`src/hdl/sbc_pkg.sv`:
```
// Package of operation codes, control register indices and constants.
package sbc_pkg;

	// ****************************************************************
	// Widths and layouts
	// ****************************************************************
	localparam int XLEN       = 32;
	localparam int SHAMT_W    = 5;
	localparam int IMM_W      = 16;
	localparam int CALL_IMM_W = 26;
	localparam int CTL_SEL_W  = 3;

	// Control register indices.
	localparam logic [CTL_SEL_W-1:0] CTL_STATUS  = 3'h0;
	localparam logic [CTL_SEL_W-1:0] CTL_ESTATUS = 3'h1;
	localparam logic [CTL_SEL_W-1:0] CTL_BSTATUS = 3'h2;

	// Reset values and instruction size.
	localparam logic [XLEN-1:0] STATUS_RST   = 32'h0000_0000;
	localparam logic [XLEN-1:0] ADDR_RST     = 32'h0000_0000;
	localparam logic [XLEN-1:0] INSN_BYTES   = 32'h0000_0004;

	// ****************************************************************
	// Operations
	// ****************************************************************
	typedef enum logic [5:0] {
		OP_NOP    = 6'h00, OP_ROL    = 6'h01, OP_ROLI   = 6'h02,
		OP_ROR    = 6'h03, OP_SLL    = 6'h04, OP_SLLI   = 6'h05,
		OP_SRL    = 6'h06, OP_SRLI   = 6'h07, OP_SRA    = 6'h08,
		OP_SRAI   = 6'h09, OP_CALL   = 6'h0a, OP_CALLR  = 6'h0b,
		OP_RET    = 6'h0c, OP_JMP    = 6'h0d, OP_BRREL  = 6'h0e,
		OP_BEQ    = 6'h0f, OP_BNE    = 6'h10, OP_BLT    = 6'h11,
		OP_BLTU   = 6'h12, OP_BLE    = 6'h13, OP_BLEU   = 6'h14,
		OP_BGT    = 6'h15, OP_BGTU   = 6'h16, OP_BGE    = 6'h17,
		OP_BGEU   = 6'h18, OP_TRAP   = 6'h19, OP_ERET   = 6'h1a,
		OP_BREAK  = 6'h1b, OP_BRET   = 6'h1c, OP_RDCTL  = 6'h1d,
		OP_WRCTL  = 6'h1e, OP_FLUSHP = 6'h1f, OP_SYNC   = 6'h20,
		OP_CUSTOM = 6'h21, OP_MUL    = 6'h22, OP_MULI   = 6'h23,
		OP_MULXSS = 6'h24, OP_MULXSU = 6'h25, OP_MULXUU = 6'h26,
		OP_DIV    = 6'h27, OP_DIVU   = 6'h28
	} sbc_op_t;

	typedef enum logic [2:0] {
		ST_IDLE = 3'b001,
		ST_CUST = 3'b010,
		ST_SYNC = 3'b100
	} sbc_state_t;

endpackage

```
`src/hdl/sbc_custom_if.sv`:
```
// Interface carrying the handshake to the custom instruction logic.
interface sbc_custom_if
	import sbc_pkg::*;
	();

	logic            start;
	logic [XLEN-1:0] opa;
	logic [XLEN-1:0] opb;
	logic            done;
	logic [XLEN-1:0] result;

	modport core (output start, output opa, output opb,
		input done, input result);
	modport unit (input start, input opa, input opb,
		output done, output result);

endinterface

```
`src/hdl/sbc_shifter.sv`:
```
// Barrel shifter for the shift and rotate operations.
module sbc_shifter
	import sbc_pkg::*;
	(
	// Operation and operands
	input  wire sbc_op_t            op,
	input  wire logic [XLEN-1:0]    src,
	input  wire logic [SHAMT_W-1:0] amt,
	// Result
	output logic      [XLEN-1:0]    res
	);

	logic [2*XLEN-1:0] rot_l;
	logic [2*XLEN-1:0] rot_r;

	always_comb begin
		rot_l = {src, src} << amt;
		rot_r = {src, src} >> amt;
		case (op)
			OP_ROL, OP_ROLI: res = rot_l[2*XLEN-1:XLEN]; // RQ1
			OP_ROR:          res = rot_r[XLEN-1:0]; // RQ2
			OP_SLL, OP_SLLI: res = src << amt; // RQ3
			OP_SRL, OP_SRLI: res = src >> amt; // RQ3
			OP_SRA, OP_SRAI: res = $unsigned($signed(src) >>> amt); // RQ4
			default:         res = '0;
		endcase
	end

endmodule

```
`src/hdl/sbc_exec.sv`:
```
// Execution unit for shift, program control and other control operations.
// How it works
// [RQ1] Left rotate takes its count from a register or the immediate.
// [RQ2] Right rotate takes its count from a register only.
// [RQ3] Logical shifts fill vacated bits with zeros.
// [RQ4] Arithmetic right shifts replicate the sign bit.
// [RQ5] Immediate shift forms take the count from the immediate field.
// [RQ6] Jumps, calls, returns and branches redirect with no delay slot.
// [RQ7] Immediate call jumps to the immediate address and saves return.
// [RQ8] Register call jumps to a register address and saves return.
// [RQ9] Return continues at the return address register.
// [RQ10] Register jump goes to a register address, saving nothing.
// [RQ11] Relative branch targets the current position plus signed offset.
// [RQ12] Conditional branches compare two registers, ten relations.
// [RQ13] Taken conditional branches kill the following instruction.
// [RQ14] Trap saves status and return address, enters the handler.
// [RQ15] Exception return restores status and resumes at saved address.
// [RQ16] Break and break-return exist for debug tooling.
// [RQ17] Control read and write move control and general registers.
// [RQ18] Pipeline flush discards all prefetched instructions.
// [RQ19] Sync holds later loads and stores until earlier ops finish.
// [RQ20] Custom op hands operands to custom logic which returns result.
// [RQ21] Multiply and divide without hardware raise unimplemented trap.
// [RQ22] Nothing else ever raises the unimplemented trap.
// [RQ23] Shift counts use only the low five bits.
module sbc_exec
	import sbc_pkg::*;
	#(
	parameter bit              HAS_MUL    = 1'b0,
	parameter bit              HAS_DIV    = 1'b0,
	parameter logic [XLEN-1:0] EXC_ADDR   = 32'h0000_0020,
	parameter logic [XLEN-1:0] BREAK_ADDR = 32'h0000_0040
	)
	(
	// Clock and reset
	input  wire logic                 clk,
	input  wire logic                 sys_rst,
	// Issued instruction
	input  wire logic                 issue_valid,
	output logic                      issue_ready,
	input  wire sbc_op_t              op,
	input  wire logic [XLEN-1:0]      pc,
	input  wire logic [XLEN-1:0]      rs_a,
	input  wire logic [XLEN-1:0]      rs_b,
	input  wire logic [IMM_W-1:0]     imm,
	input  wire logic [CALL_IMM_W-1:0] call_imm,
	input  wire logic [CTL_SEL_W-1:0] ctl_sel,
	input  wire logic [XLEN-1:0]      return_address_reg,
	input  wire logic [XLEN-1:0]      exception_return_reg,
	input  wire logic [XLEN-1:0]      break_return_reg,
	// Completion and register writes
	output logic                      done,
	output logic                      wr_gpr,
	output logic [XLEN-1:0]           wr_data,
	output logic                      wr_ra,
	output logic                      wr_ea,
	output logic                      wr_ba,
	output logic [XLEN-1:0]           link_addr,
	// Fetch redirect
	output logic                      redirect,
	output logic [XLEN-1:0]           redirect_addr,
	output logic                      kill_next,
	output logic                      flush_pipe,
	output logic                      unimpl_exc,
	// Control registers
	output logic [XLEN-1:0]           status_q,
	output logic [XLEN-1:0]           estatus_q,
	output logic [XLEN-1:0]           bstatus_q,
	// Memory ordering
	input  wire logic                 ops_pending,
	output logic                      ldst_hold,
	// Custom instruction logic
	sbc_custom_if.core                cust
	);

	// ****************************************************************
	// Shifter
	// ****************************************************************
	logic [SHAMT_W-1:0] amt;
	logic [XLEN-1:0]    shift_res;
	logic               is_shift;
	logic               imm_cnt;

	always_comb begin
		imm_cnt = (op == OP_ROLI) || (op == OP_SLLI) ||
			(op == OP_SRLI) || (op == OP_SRAI);
		is_shift = imm_cnt || (op == OP_ROL) || (op == OP_ROR) ||
			(op == OP_SLL) || (op == OP_SRL) || (op == OP_SRA);
		amt = imm_cnt ? imm[SHAMT_W-1:0] : rs_b[SHAMT_W-1:0]; // RQ5 RQ23
	end

	sbc_shifter u_shift (
		.op  (op),
		.src (rs_a),
		.amt (amt),
		.res (shift_res)
	);

	// ****************************************************************
	// Branch conditions and targets
	// ****************************************************************
	logic            cond;
	logic [XLEN-1:0] rel_tgt;
	logic [XLEN-1:0] seq_addr;
	logic            lt_s;
	logic            lt_u;

	always_comb begin
		lt_s = $signed(rs_a) < $signed(rs_b);
		lt_u = rs_a < rs_b;
		seq_addr = pc + INSN_BYTES;
		rel_tgt = pc + {{(XLEN-IMM_W){imm[IMM_W-1]}}, imm}; // RQ11
		case (op)
			OP_BEQ:  cond = rs_a == rs_b; // RQ12
			OP_BNE:  cond = rs_a != rs_b;
			OP_BLT:  cond = lt_s;
			OP_BLTU: cond = lt_u;
			OP_BLE:  cond = lt_s || (rs_a == rs_b);
			OP_BLEU: cond = lt_u || (rs_a == rs_b);
			OP_BGT:  cond = !lt_s && (rs_a != rs_b);
			OP_BGTU: cond = !lt_u && (rs_a != rs_b);
			OP_BGE:  cond = !lt_s;
			OP_BGEU: cond = !lt_u;
			default: cond = 1'b0;
		endcase
	end

	// ****************************************************************
	// Sequencer and control registers
	// ****************************************************************
	sbc_state_t      state_q, state_d;
	logic [XLEN-1:0] status_d, estatus_d, bstatus_d;
	logic            fire;

	always_comb begin
		state_d       = state_q;
		status_d      = status_q;
		estatus_d     = estatus_q;
		bstatus_d     = bstatus_q;
		issue_ready   = 1'b0;
		fire          = 1'b0;
		done          = 1'b0;
		wr_gpr        = 1'b0;
		wr_data       = '0;
		wr_ra         = 1'b0;
		wr_ea         = 1'b0;
		wr_ba         = 1'b0;
		link_addr     = seq_addr;
		redirect      = 1'b0;
		redirect_addr = seq_addr;
		flush_pipe    = 1'b0;
		unimpl_exc    = 1'b0; // RQ22
		ldst_hold     = 1'b0;
		cust.start    = 1'b0;
		cust.opa      = rs_a;
		cust.opb      = rs_b;
		case (state_q)
			ST_IDLE: begin
				issue_ready = 1'b1;
				fire = issue_valid;
			end
			ST_CUST: begin
				if (cust.done) begin // RQ20
					done = 1'b1;
					wr_gpr = 1'b1;
					wr_data = cust.result;
					state_d = ST_IDLE;
				end
			end
			ST_SYNC: begin
				ldst_hold = 1'b1; // RQ19
				if (!ops_pending) begin
					done = 1'b1;
					state_d = ST_IDLE;
				end
			end
			default: state_d = ST_IDLE;
		endcase
		if (fire) begin
			done = 1'b1;
			case (op)
				OP_CALL: begin
					wr_ra = 1'b1; // RQ7
					redirect = 1'b1;
					redirect_addr = {pc[XLEN-1:CALL_IMM_W+2], call_imm, 2'b00};
				end
				OP_CALLR: begin
					wr_ra = 1'b1; // RQ8
					redirect = 1'b1;
					redirect_addr = rs_a;
				end
				OP_RET: begin
					redirect = 1'b1; // RQ9
					redirect_addr = return_address_reg;
				end
				OP_JMP: begin
					redirect = 1'b1; // RQ10
					redirect_addr = rs_a;
				end
				OP_BRREL: begin
					redirect = 1'b1; // RQ11
					redirect_addr = rel_tgt;
				end
				OP_TRAP: begin
					estatus_d = status_q; // RQ14
					status_d = STATUS_RST;
					wr_ea = 1'b1;
					redirect = 1'b1;
					redirect_addr = EXC_ADDR;
				end
				OP_ERET: begin
					status_d = estatus_q; // RQ15
					redirect = 1'b1;
					redirect_addr = exception_return_reg;
				end
				OP_BREAK: begin
					bstatus_d = status_q; // RQ16
					status_d = STATUS_RST;
					wr_ba = 1'b1;
					redirect = 1'b1;
					redirect_addr = BREAK_ADDR;
				end
				OP_BRET: begin
					status_d = bstatus_q; // RQ16
					redirect = 1'b1;
					redirect_addr = break_return_reg;
				end
				OP_RDCTL: begin
					wr_gpr = 1'b1; // RQ17
					case (ctl_sel)
						CTL_STATUS:  wr_data = status_q;
						CTL_ESTATUS: wr_data = estatus_q;
						CTL_BSTATUS: wr_data = bstatus_q;
						default:     wr_data = '0;
					endcase
				end
				OP_WRCTL: begin
					case (ctl_sel) // RQ17
						CTL_STATUS:  status_d = rs_a;
						CTL_ESTATUS: estatus_d = rs_a;
						CTL_BSTATUS: bstatus_d = rs_a;
						default:     status_d = status_q;
					endcase
				end
				OP_FLUSHP: begin
					flush_pipe = 1'b1; // RQ18
					redirect = 1'b1;
					redirect_addr = seq_addr;
				end
				OP_SYNC: begin
					done = 1'b0; // RQ19
					ldst_hold = 1'b1;
					state_d = ST_SYNC;
				end
				OP_CUSTOM: begin
					done = 1'b0; // RQ20
					cust.start = 1'b1;
					state_d = ST_CUST;
				end
				OP_MUL, OP_MULI, OP_MULXSS, OP_MULXSU, OP_MULXUU: begin
					if (!HAS_MUL) begin
						unimpl_exc = 1'b1; // RQ21
						estatus_d = status_q;
						status_d = STATUS_RST;
						wr_ea = 1'b1;
						redirect = 1'b1;
						redirect_addr = EXC_ADDR;
					end
				end
				OP_DIV, OP_DIVU: begin
					if (!HAS_DIV) begin
						unimpl_exc = 1'b1; // RQ21
						estatus_d = status_q;
						status_d = STATUS_RST;
						wr_ea = 1'b1;
						redirect = 1'b1;
						redirect_addr = EXC_ADDR;
					end
				end
				default: begin
					if (is_shift) begin
						wr_gpr = 1'b1;
						wr_data = shift_res;
					end else if (cond) begin
						redirect = 1'b1; // RQ12
						redirect_addr = rel_tgt;
					end
				end
			endcase
		end
	end

	// Any redirect drops the fall-through instruction already fetched.
	assign kill_next = redirect; // RQ6 RQ13

	always_ff @(posedge clk) begin
		if (sys_rst) begin
			state_q   <= ST_IDLE;
			status_q  <= STATUS_RST;
			estatus_q <= STATUS_RST;
			bstatus_q <= STATUS_RST;
		end else begin
			state_q   <= state_d;
			status_q  <= status_d;
			estatus_q <= estatus_d;
			bstatus_q <= bstatus_d;
		end
	end

	// ****************************************************************
	// Checks
	// ****************************************************************
	logic fire_mul;
	assign fire_mul = fire && (op inside {OP_MUL, OP_MULI, OP_MULXSS,
		OP_MULXSU, OP_MULXUU, OP_DIV, OP_DIVU});

	a_unimpl_only: assert property (@(posedge clk) disable iff (sys_rst) // RQ22
		unimpl_exc |-> fire_mul) else $error("unimplemented trap on wrong op");
	a_call_link: assert property (@(posedge clk) disable iff (sys_rst) // RQ7
		fire && op == OP_CALL |-> wr_ra && redirect &&
		link_addr == pc + INSN_BYTES)
		else $error("call did not save link");
	a_ret_target: assert property (@(posedge clk) disable iff (sys_rst) // RQ9
		fire && op == OP_RET |-> redirect_addr == return_address_reg)
		else $error("return went astray");
	a_jmp_nolink: assert property (@(posedge clk) disable iff (sys_rst) // RQ10
		fire && op == OP_JMP |-> !wr_ra && redirect_addr == rs_a)
		else $error("jump saved link or wrong target");
	a_branch_taken: assert property (@(posedge clk) disable iff (sys_rst) // RQ13
		fire && op == OP_BEQ && rs_a == rs_b |-> kill_next)
		else $error("taken branch kept next insn");
	a_trap_save: assert property (@(posedge clk) disable iff (sys_rst) // RQ14
		fire && op == OP_TRAP |=> estatus_q == $past(status_q))
		else $error("trap lost status");
	a_eret_restore: assert property (@(posedge clk) disable iff (sys_rst) // RQ15
		fire && op == OP_ERET |=> status_q == $past(estatus_q))
		else $error("eret did not restore status");
	a_sync_hold: assert property (@(posedge clk) disable iff (sys_rst) // RQ19
		state_q == ST_SYNC && ops_pending |-> ldst_hold && !issue_ready)
		else $error("sync let loads pass");
	a_shift_sll: assert property (@(posedge clk) disable iff (sys_rst) // RQ3
		fire && op == OP_SLL |-> wr_data == rs_a << rs_b[4:0])
		else $error("logical shift wrong");
	a_cust_result: assert property (@(posedge clk) disable iff (sys_rst) // RQ20
		state_q == ST_CUST && cust.done |-> wr_gpr && wr_data == cust.result)
		else $error("custom result lost");

	c_call: cover property (@(posedge clk) fire && op == OP_CALL);
	c_branch: cover property (@(posedge clk) fire && op == OP_BLT && cond);
	c_sync: cover property (@(posedge clk) state_q == ST_SYNC && done);
	c_unimpl: cover property (@(posedge clk) unimpl_exc);

endmodule

```
`src/flat_wrapper.sv`:
```
// flat-port wrapper written by rule: the top's interface ports become plain ports
module sbc_exec_flat import sbc_pkg::*;
#(
	parameter bit              HAS_MUL    = 1'b0,
	parameter bit              HAS_DIV    = 1'b0,
	parameter logic [XLEN-1:0] EXC_ADDR   = 32'h0000_0020,
	parameter logic [XLEN-1:0] BREAK_ADDR = 32'h0000_0040
	)
  (clk, sys_rst, issue_valid, issue_ready, op, pc, rs_a, rs_b, imm, call_imm, ctl_sel, return_address_reg, exception_return_reg, break_return_reg, done, wr_gpr, wr_data, wr_ra, wr_ea, wr_ba, link_addr, redirect, redirect_addr, kill_next, flush_pipe, unimpl_exc, status_q, estatus_q, bstatus_q, ops_pending, ldst_hold, cust_start, cust_opa, cust_opb, cust_done, cust_result);
  sbc_custom_if cust_i ();
  input  wire logic clk;
  input  wire logic sys_rst;
  input  wire logic issue_valid;
  output logic issue_ready;
  input  wire sbc_op_t op;
  input  wire logic [XLEN-1:0] pc;
  input  wire logic [XLEN-1:0] rs_a;
  input  wire logic [XLEN-1:0] rs_b;
  input  wire logic [IMM_W-1:0] imm;
  input  wire logic [CALL_IMM_W-1:0] call_imm;
  input  wire logic [CTL_SEL_W-1:0] ctl_sel;
  input  wire logic [XLEN-1:0] return_address_reg;
  input  wire logic [XLEN-1:0] exception_return_reg;
  input  wire logic [XLEN-1:0] break_return_reg;
  output logic done;
  output logic wr_gpr;
  output logic [XLEN-1:0] wr_data;
  output logic wr_ra;
  output logic wr_ea;
  output logic wr_ba;
  output logic [XLEN-1:0] link_addr;
  output logic redirect;
  output logic [XLEN-1:0] redirect_addr;
  output logic kill_next;
  output logic flush_pipe;
  output logic unimpl_exc;
  output logic [XLEN-1:0] status_q;
  output logic [XLEN-1:0] estatus_q;
  output logic [XLEN-1:0] bstatus_q;
  input  wire logic ops_pending;
  output logic ldst_hold;
  output wire logic [$bits(cust_i.start)-1:0] cust_start;
  output wire logic [$bits(cust_i.opa)-1:0] cust_opa;
  output wire logic [$bits(cust_i.opb)-1:0] cust_opb;
  input wire logic [$bits(cust_i.done)-1:0] cust_done;
  input wire logic [$bits(cust_i.result)-1:0] cust_result;
  assign cust_start = cust_i.start;
  assign cust_opa = cust_i.opa;
  assign cust_opb = cust_i.opb;
  assign cust_i.done = cust_done;
  assign cust_i.result = cust_result;
  sbc_exec #(.HAS_MUL(HAS_MUL), .HAS_DIV(HAS_DIV), .EXC_ADDR(EXC_ADDR), .BREAK_ADDR(BREAK_ADDR)) u_core (.clk(clk), .sys_rst(sys_rst), .issue_valid(issue_valid), .issue_ready(issue_ready), .op(op), .pc(pc), .rs_a(rs_a), .rs_b(rs_b), .imm(imm), .call_imm(call_imm), .ctl_sel(ctl_sel), .return_address_reg(return_address_reg), .exception_return_reg(exception_return_reg), .break_return_reg(break_return_reg), .done(done), .wr_gpr(wr_gpr), .wr_data(wr_data), .wr_ra(wr_ra), .wr_ea(wr_ea), .wr_ba(wr_ba), .link_addr(link_addr), .redirect(redirect), .redirect_addr(redirect_addr), .kill_next(kill_next), .flush_pipe(flush_pipe), .unimpl_exc(unimpl_exc), .status_q(status_q), .estatus_q(estatus_q), .bstatus_q(bstatus_q), .ops_pending(ops_pending), .ldst_hold(ldst_hold), .cust(cust_i));
endmodule
```
`config.mk`:
```
export PLATFORM = sky130hd
export DESIGN_NAME = sbc_exec_flat
export DESIGN_NICKNAME = d
export VERILOG_FILES = /design/src/hdl/sbc_pkg.sv /design/src/hdl/sbc_custom_if.sv /design/src/hdl/sbc_shifter.sv /design/src/hdl/sbc_exec.sv /design/src/flat_wrapper.sv
export SDC_FILE = /design/constraint.sdc
export NUM_CORES = 1
export LEC_CHECK = 0
export ABC_CLOCK_PERIOD_IN_PS = 3450
export BUFFER_PORTS_ARGS = -buffer_cell sky130_fd_sc_hd__buf_4
export CAP_MARGIN = 20
export CORE_AREA = 5 5 208 210
export CTS_CLUSTER_DIAMETER = 80
export DETAILED_ROUTE_END_ITERATION = 10
export DIE_AREA = 0 0 213 215
export GPL_TIMING_DRIVEN = 0
export PLACE_DENSITY = 0.82
export REMOVE_ABC_BUFFERS = 1
export SLEW_MARGIN = 30
export SYNTH_ARGS = -nofsm -noshare
export SYNTH_HDL_FRONTEND = slang
export SYNTH_SLANG_ARGS = --single-unit
```
`constraint.sdc`:
```
create_clock -name clk -period 3.45 [get_ports clk]
set_input_delay 0.345 -clock clk [delete_from_list [all_inputs] [get_ports clk]]
set_output_delay 0.345 -clock clk [all_outputs]
set_load 0.01 [all_outputs]
```
==> Implementation_results.wiki, run 1 <==
{| class="wikitable"
! Metric !! Value
|-
| Buffer cell driving the clock tree root || sky130_fd_sc_hd__clkbuf_16
|-
| Largest buffer count on any clock path || 2
|-
| Cell variety after synth || 108
|-
| Number of instances in the synthesized netlist || 2724
|-
| Starting Density || 0.452
|-
| Fraction of synthesis flops using an asynchronous set or reset pin || 0
|-
| Pin count of the biggest net entering global routing || 53
|-
| Total of warnings raised by yosys || 0
|-
| Netlist area before placement || 18700 um2
|-
| Synthesized area per cell || 6.86 um2
|-
| Total Routing Usage GR || 0.688
|-
| Y dimension of the die || 215 um
|-
| CTS Buf Count || 9
|-
| Fail Step || global routing
|-
| Ports || 548
|-
| Proportion of netlist area held by the largest area contributor || 0.106
|-
| Leading area contributor after synthesis || sky130_fd_sc_hd__dfxtp_1
|-
| Stop Error || [ERROR GRT-0232] Routing congestion too high. Check the congestion heatmap in the GUI.
|-
| PortBufs || 547
|-
| Die Width || 213 um
|-
| Number of sinks on the clock net || 99
|-
| Synth top area cells || sky130_fd_sc_hd__dfxtp_1 11%, sky130_fd_sc_hd__mux2i_1 7.2%, sky130_fd_sc_hd__nand3_1 5.9%
|-
| Routability-driven placement congestion ratio || 1.10
|-
| Total grt overflow || 55
|-
| Number of enable-type register cells in the synthesized netlist || 0
|-
| HPWL after detailed placement || 79400 um
|-
| Sequential share of the synthesized area || 0.106
|-
| Site Rows || 75
|-
| Flops & latches, synth || 99
|-
| Dominant synthesized flop cell || sky130_fd_sc_hd__dfxtp_1
|-
| Max H-tree Level || 3
|-
| Result of the run || did not finish
|}
[synthesized netlist by cell type, types with 24 or more instances]
library cell / count
sky130_fd_sc_hd__o21ai_0: 122
sky130_fd_sc_hd__nand3_1: 219
sky130_fd_sc_hd__a22o_1: 33
sky130_fd_sc_hd__nand2_1: 256
sky130_fd_sc_hd__inv_1: 82
sky130_fd_sc_hd__mux2i_1: 134
sky130_fd_sc_hd__a31oi_1: 28
sky130_fd_sc_hd__a221oi_1: 32
sky130_fd_sc_hd__nor3_1: 58
sky130_fd_sc_hd__and3_1: 28
sky130_fd_sc_hd__a21oi_1: 176
sky130_fd_sc_hd__a222oi_1: 61
sky130_fd_sc_hd__clkbuf_1: 183
sky130_fd_sc_hd__a211oi_1: 94
sky130_fd_sc_hd__buf_2: 46
sky130_fd_sc_hd__nor2_1: 209
sky130_fd_sc_hd__a22oi_1: 74
sky130_fd_sc_hd__and2_1: 24
sky130_fd_sc_hd__buf_4: 80
sky130_fd_sc_hd__o22ai_1: 37
sky130_fd_sc_hd__ha_1: 64
sky130_fd_sc_hd__o211ai_1: 41
sky130_fd_sc_hd__dfxtp_1: 99
sky130_fd_sc_hd__o21ai_1: 27
sky130_fd_sc_hd__a311oi_1: 38
sky130_fd_sc_hd__nand4_1: 24
sky130_fd_sc_hd__xnor2_1: 39
[what timing repair did]
action	4_1_cts
pin swaps	129
hold buffers	0
gates cloned	37
resized for setup	414
buffers inserted	184
endpoints found under the setup margin	69
[layer usage]
| layer | GRT usage | GRT overflow |
|---|---|---|
| met2 | 0.831 | 26 |
| met1 | 0.706 | 2 |
| met5 | 0.275 | 0 |
| met3 | 0.586 | 0 |
| met4 | 0.588 | 27 |
[cells by family after synthesis]
group                      synth area share
xor gates and xnor gates             0.0272
and+or+nand+nor                       0.242
buffers and inverters                 0.112
AOI/OAI and AO/OA                     0.377
muxes                                0.0924
adders and majority gates            0.0439
DFF                                   0.106
[per-stage QoR]
step	instances	utilization	cell area (um2)	setup slack (ns)	hold WS [ns]
3_5_place_dp	3522	0.554	22900	-2.14	0.522
3_3_place_gp	3469	0.524	21700	-8.02	0.519
4_1_cts	3756	0.661	27300	-0.331	0.236
2_1_floorplan	2383	-	16900	-2.86	0.417
==> run 2, diff against run 1 <==
--- a/config.mk
+++ b/config.mk
@@ -5,15 +5,14 @@
 export SDC_FILE = /design/constraint.sdc
 export NUM_CORES = 1
 export LEC_CHECK = 0
-export ABC_CLOCK_PERIOD_IN_PS = 3450
+export ABC_CLOCK_PERIOD_IN_PS = 4500
 export BUFFER_PORTS_ARGS = -buffer_cell sky130_fd_sc_hd__buf_4
 export CAP_MARGIN = 20
-export CORE_AREA = 5 5 208 210
-export CTS_CLUSTER_DIAMETER = 80
+export CORE_MARGIN = 5
+export CORE_UTILIZATION = 40
 export DETAILED_ROUTE_END_ITERATION = 10
-export DIE_AREA = 0 0 213 215
 export GPL_TIMING_DRIVEN = 0
-export PLACE_DENSITY = 0.82
+export PLACE_DENSITY_LB_ADDON = 0.15
 export REMOVE_ABC_BUFFERS = 1
 export SLEW_MARGIN = 30
 export SYNTH_ARGS = -nofsm -noshare
==> constraint.sdc (replaced) <==
create_clock -name clk -period 4.5 [get_ports clk]
set_input_delay 0.45 -clock clk [delete_from_list [all_inputs] [get_ports clk]]
set_output_delay 0.45 -clock clk [all_outputs]
set_load 0.01 [all_outputs]
==> run 2 against run 1 <==
Against the previous run: the flow now finishes, with violations (negative setup slack); synthesized cell count stayed put; area after synthesis stayed put.
==> Implementation_results.wiki, run 2 <==
{| class="wikitable"
! Metric !! Value
|-
| Result of the run || complete, but fails checks
|-
| Failing checks || negative setup slack
|-
| Number of hold violations in the final report || 0
|-
| Detailed-route DRC error count || 0
|-
| Synth top area cells || sky130_fd_sc_hd__dfxtp_1 11%, sky130_fd_sc_hd__mux2i_1 7.2%, sky130_fd_sc_hd__nand3_1 5.9%
|-
| Post-route antenna net violation count || 0
|-
| Max-capacitance violation count || 0
|-
| TritonCTS clock tree || done
|-
| Netlist area before placement || 18700 um2 (unchanged)
|-
| Worst Setup End Kind || output pin
|-
| Max_slew headroom || 0.312
|-
| Ports || 548 (unchanged)
|-
| Buffer cell driving the clock tree root || sky130_fd_sc_hd__clkbuf_16
|-
| Fin Clk Skew || 0.0107 ns
|-
| Hold slack final || 0.346 ns
|-
| Fraction of synthesis flops using an asynchronous set or reset pin || 0 (unchanged)
|-
| Die area || 51200 um2
|-
| Total via count in the routed design || 25900
|-
| Placement Setup Slack || -1.40 ns (+0.745 ns)
|-
| HPWL after detailed placement || 84800 um (+6.9%)
|-
| Library cell contributing the largest single delay on the critical path || sky130_fd_sc_hd__or4b_4
|-
| Cell Count Post-Placement || 3599 (+2.2%)
|-
| Commonest cells in the netlist || 256 x sky130_fd_sc_hd__nand2_1, 219 x sky130_fd_sc_hd__nand3_1, 209 x sky130_fd_sc_hd__nor2_1
|-
| Placeable core region || 46400 um2
|-
| Total of warnings raised by yosys || 0 (unchanged)
|-
| Setup repair after global routing missed its margin || true
|-
| Most frequent cell after synthesis || sky130_fd_sc_hd__nand2_1
|-
| Cell variety after synth || 108 (unchanged)
|-
| Number of instances in the synthesized netlist || 2724 (unchanged)
|-
| Measured slew at the worst slew-check pin || 1.03 ns
|-
| Largest registers || u_core.bstatus_q (32), u_core.estatus_q (32), u_core.status_q (32)
|-
| Post-DR wirelength/cell || 31.4 um
|-
| Synthesized area per cell || 6.86 um2 (unchanged)
|-
| Vias in the first global route || 24400
|-
| Max H-tree Level || 3 (unchanged)
|-
| Critical Path AT || 4.13 ns
|-
| Max frequency || 0.218 GHz
|-
| Proportion of netlist area held by the largest area contributor || 0.106 (unchanged)
|-
| Non-filler instance count after layout || 3690
|-
| Worst Slack Setup Final || -0.0799 ns
|-
| Latest clock arrival within the worst-skew pair || 0.36 ns
|-
| Most used cells in the layout excluding fill and tap cells || 604 x sky130_fd_sc_hd__buf_4, 252 x sky130_fd_sc_hd__nand2_1, 219 x sky130_fd_sc_hd__nand3_1
|-
| Total grt overflow || 0
|-
| Total Nets Final || 3420
|-
| Fin crit share || 1.02
|-
| Post-detailed-routing wire length || 116000 um
|-
| Site Rows || 79 (+5.3%)
|-
| Dominant synthesized flop cell || sky130_fd_sc_hd__dfxtp_1
|-
| Total Routing Usage GR || 0.418
|-
| Start-to-end type of the worst setup path || input pin to output pin
|-
| LEAKAGE || 9.91 nW
|-
| Number of endpoints failing setup at the final stage || 2
|-
| Leading area contributor after synthesis || sky130_fd_sc_hd__dfxtp_1
|-
| CTS Buf Count || 9 (unchanged)
|-
| Clock-pin slew of the registers on the worst-case setup and hold paths || 0.08 ns
|-
| Initial antenna violation count || 5
|-
| Starting Density || 0.403 (-0.0485)
|-
| Max incr delay on CP || 0.66 ns
|-
| Y dimension of the die || 226 um (+5.2%)
|-
| Die Width || 226 um (+6.2%)
|-
| Power density over cell area || 191 nW/um2
|-
| PortBufs || 547 (unchanged)
|-
| Area growth, synth to finish || 31.2%
|-
| Layout cells sized above 1 || 0.280
|-
| Flops & latches, synth || 99 (unchanged)
|-
| Number of enable-type register cells in the synthesized netlist || 0 (unchanged)
|-
| Crit path top cell by count || sky130_fd_sc_hd__buf_4
|-
| Worst setup SP type || input pin
|-
| Max Slew Vio Count || 0
|-
| Crit path max fanout || 27
|-
| Routability-driven placement congestion ratio || 1.01 (-8.0%)
|-
| Largest buffer count on any clock path || 2 (unchanged)
|-
| Router iterations before antenna repair || 8
|-
| Worst hold-check path type || input pin to flip-flop
|-
| Violation count after the first detailed-routing iteration || 3952
|-
| First-pass GRT wire length || 163000 um
|-
| CP Data Required Time || 4.05 ns
|-
| Number of hold buffers added after cts || 0 (unchanged)
|-
| Number of sinks on the clock net || 99 (unchanged)
|-
| Per-cell via count in the routed design || 7.03
|-
| Most common library cell in the layout ignoring fill and taps || sky130_fd_sc_hd__buf_4
|-
| Sequential share of the synthesized area || 0.106 (unchanged)
|-
| Cell Chain, Critical Path || buf_4 -> or4b_4 -> nand2_2 -> mux2_4 -> nand4_1 -> o22ai_1 -> nor3_2 -> o22a_1 -> a21oi_1 -> o21ba_2 -> o21ai_0 -> buf_4
|-
| Clock period minus final worst setup slack || 4.58 ns
|-
| Worst supply voltage drop on vdd || 0.184 mV
|-
| Pin count of the biggest net entering global routing || 100
|}
run 2: cell counts after synthesis:
No cell type changed its count.
run 2: where the power goes:
part / total, mW / internal, mW / leakage (nW) / switching (mW)
Combinational: 2.94 / 1.11 / 8.97 / 1.84
Clock: 0.803 / 0.404 / 0.143 / 0.399
Sequential: 0.943 / 0.905 / 0.803 / 0.0375
Total: 4.69 / 2.42 / 9.91 / 2.27
run 2: area by class of cell:
cell class                      instances  area (um2)
Clock buffer                           10         239
Multi-Input combinational cell       2214       15400
Timing Repair Buffer                  668        5750
Clock inverter                          6        56.3
Fill cell                            4531       21800
Inverter                               83         317
Antenna cell                            3        7.51
Tap cell                              607         759
Sequential cell                        99        1980
run 2: critical path, delay by kind of cell:
kind,cells,cell delay [ns]
AND/OR/NAND/NOR,4,1.43
buffers and inverters,2,0.44
multiplexers,1,0.36
AO/OA/AOI/OAI,5,1.40
run 2: metrics by stage:
step	power, mW	utilization	setup TNS (ns)	area [um2]
floorplan	2.29	-	-153.84	16900
global placement	3.52	0.470	-721.20	21800
detailed placement	3.61	0.499	-50.37	23100
CTS	4.52	0.520	-0.0477	24100
global route	4.84	0.529	-0.0782	24500
finish	4.69	0.529	-0.103	24500
run 2: path summary, 6_finish.rpt:
check                           depth (start not counted)                    to  slack, ns           startpoint
worst max register to register                         10    u_core.status_q[6]       1.40    u_core.state_q[0]
worst min register to register                          2  u_core.bstatus_q[26]       0.53  u_core.status_q[26]
worst min-delay path                                    3     u_core.state_q[2]       0.35          ops_pending
worst max-delay path                                   12           wr_data[15]      -0.08                op[0]
run 2: timing repair:
action,CTS,global route
endpoints found under the setup margin,66,52
buffers inserted,36,22
gates resized for setup,56,28
gates cloned,9,5
pin swaps,15,11
run 2: kinds of logic after synthesis:
| group | Yosys count | synth area share |
|---|---|---|
| and+or+nand+nor | 938 | 0.242 |
| xor gates and xnor gates | 58 | 0.0272 |
| buffers and inverters | 424 | 0.112 |
| DFF | 99 | 0.106 |
| adders and majority gates | 65 | 0.0439 |
| AOI/OAI and AO/OA | 976 | 0.377 |
| muxes | 164 | 0.0924 |
run 2: routing by layer:
| layer | wire length (um) | vias up | GRT usage |
|---|---|---|---|
| met5 | 96 | - | 0 |
| met4 | 9400 | 4 | 0.256 |
| met1 | 42700 | 12300 | 0.525 |
| met3 | 13100 | 472 | 0.0932 |
| met2 | 50700 | 2073 | 0.652 |
| li1 | - | 11100 | - |
(Power assumes the default switching activity.)
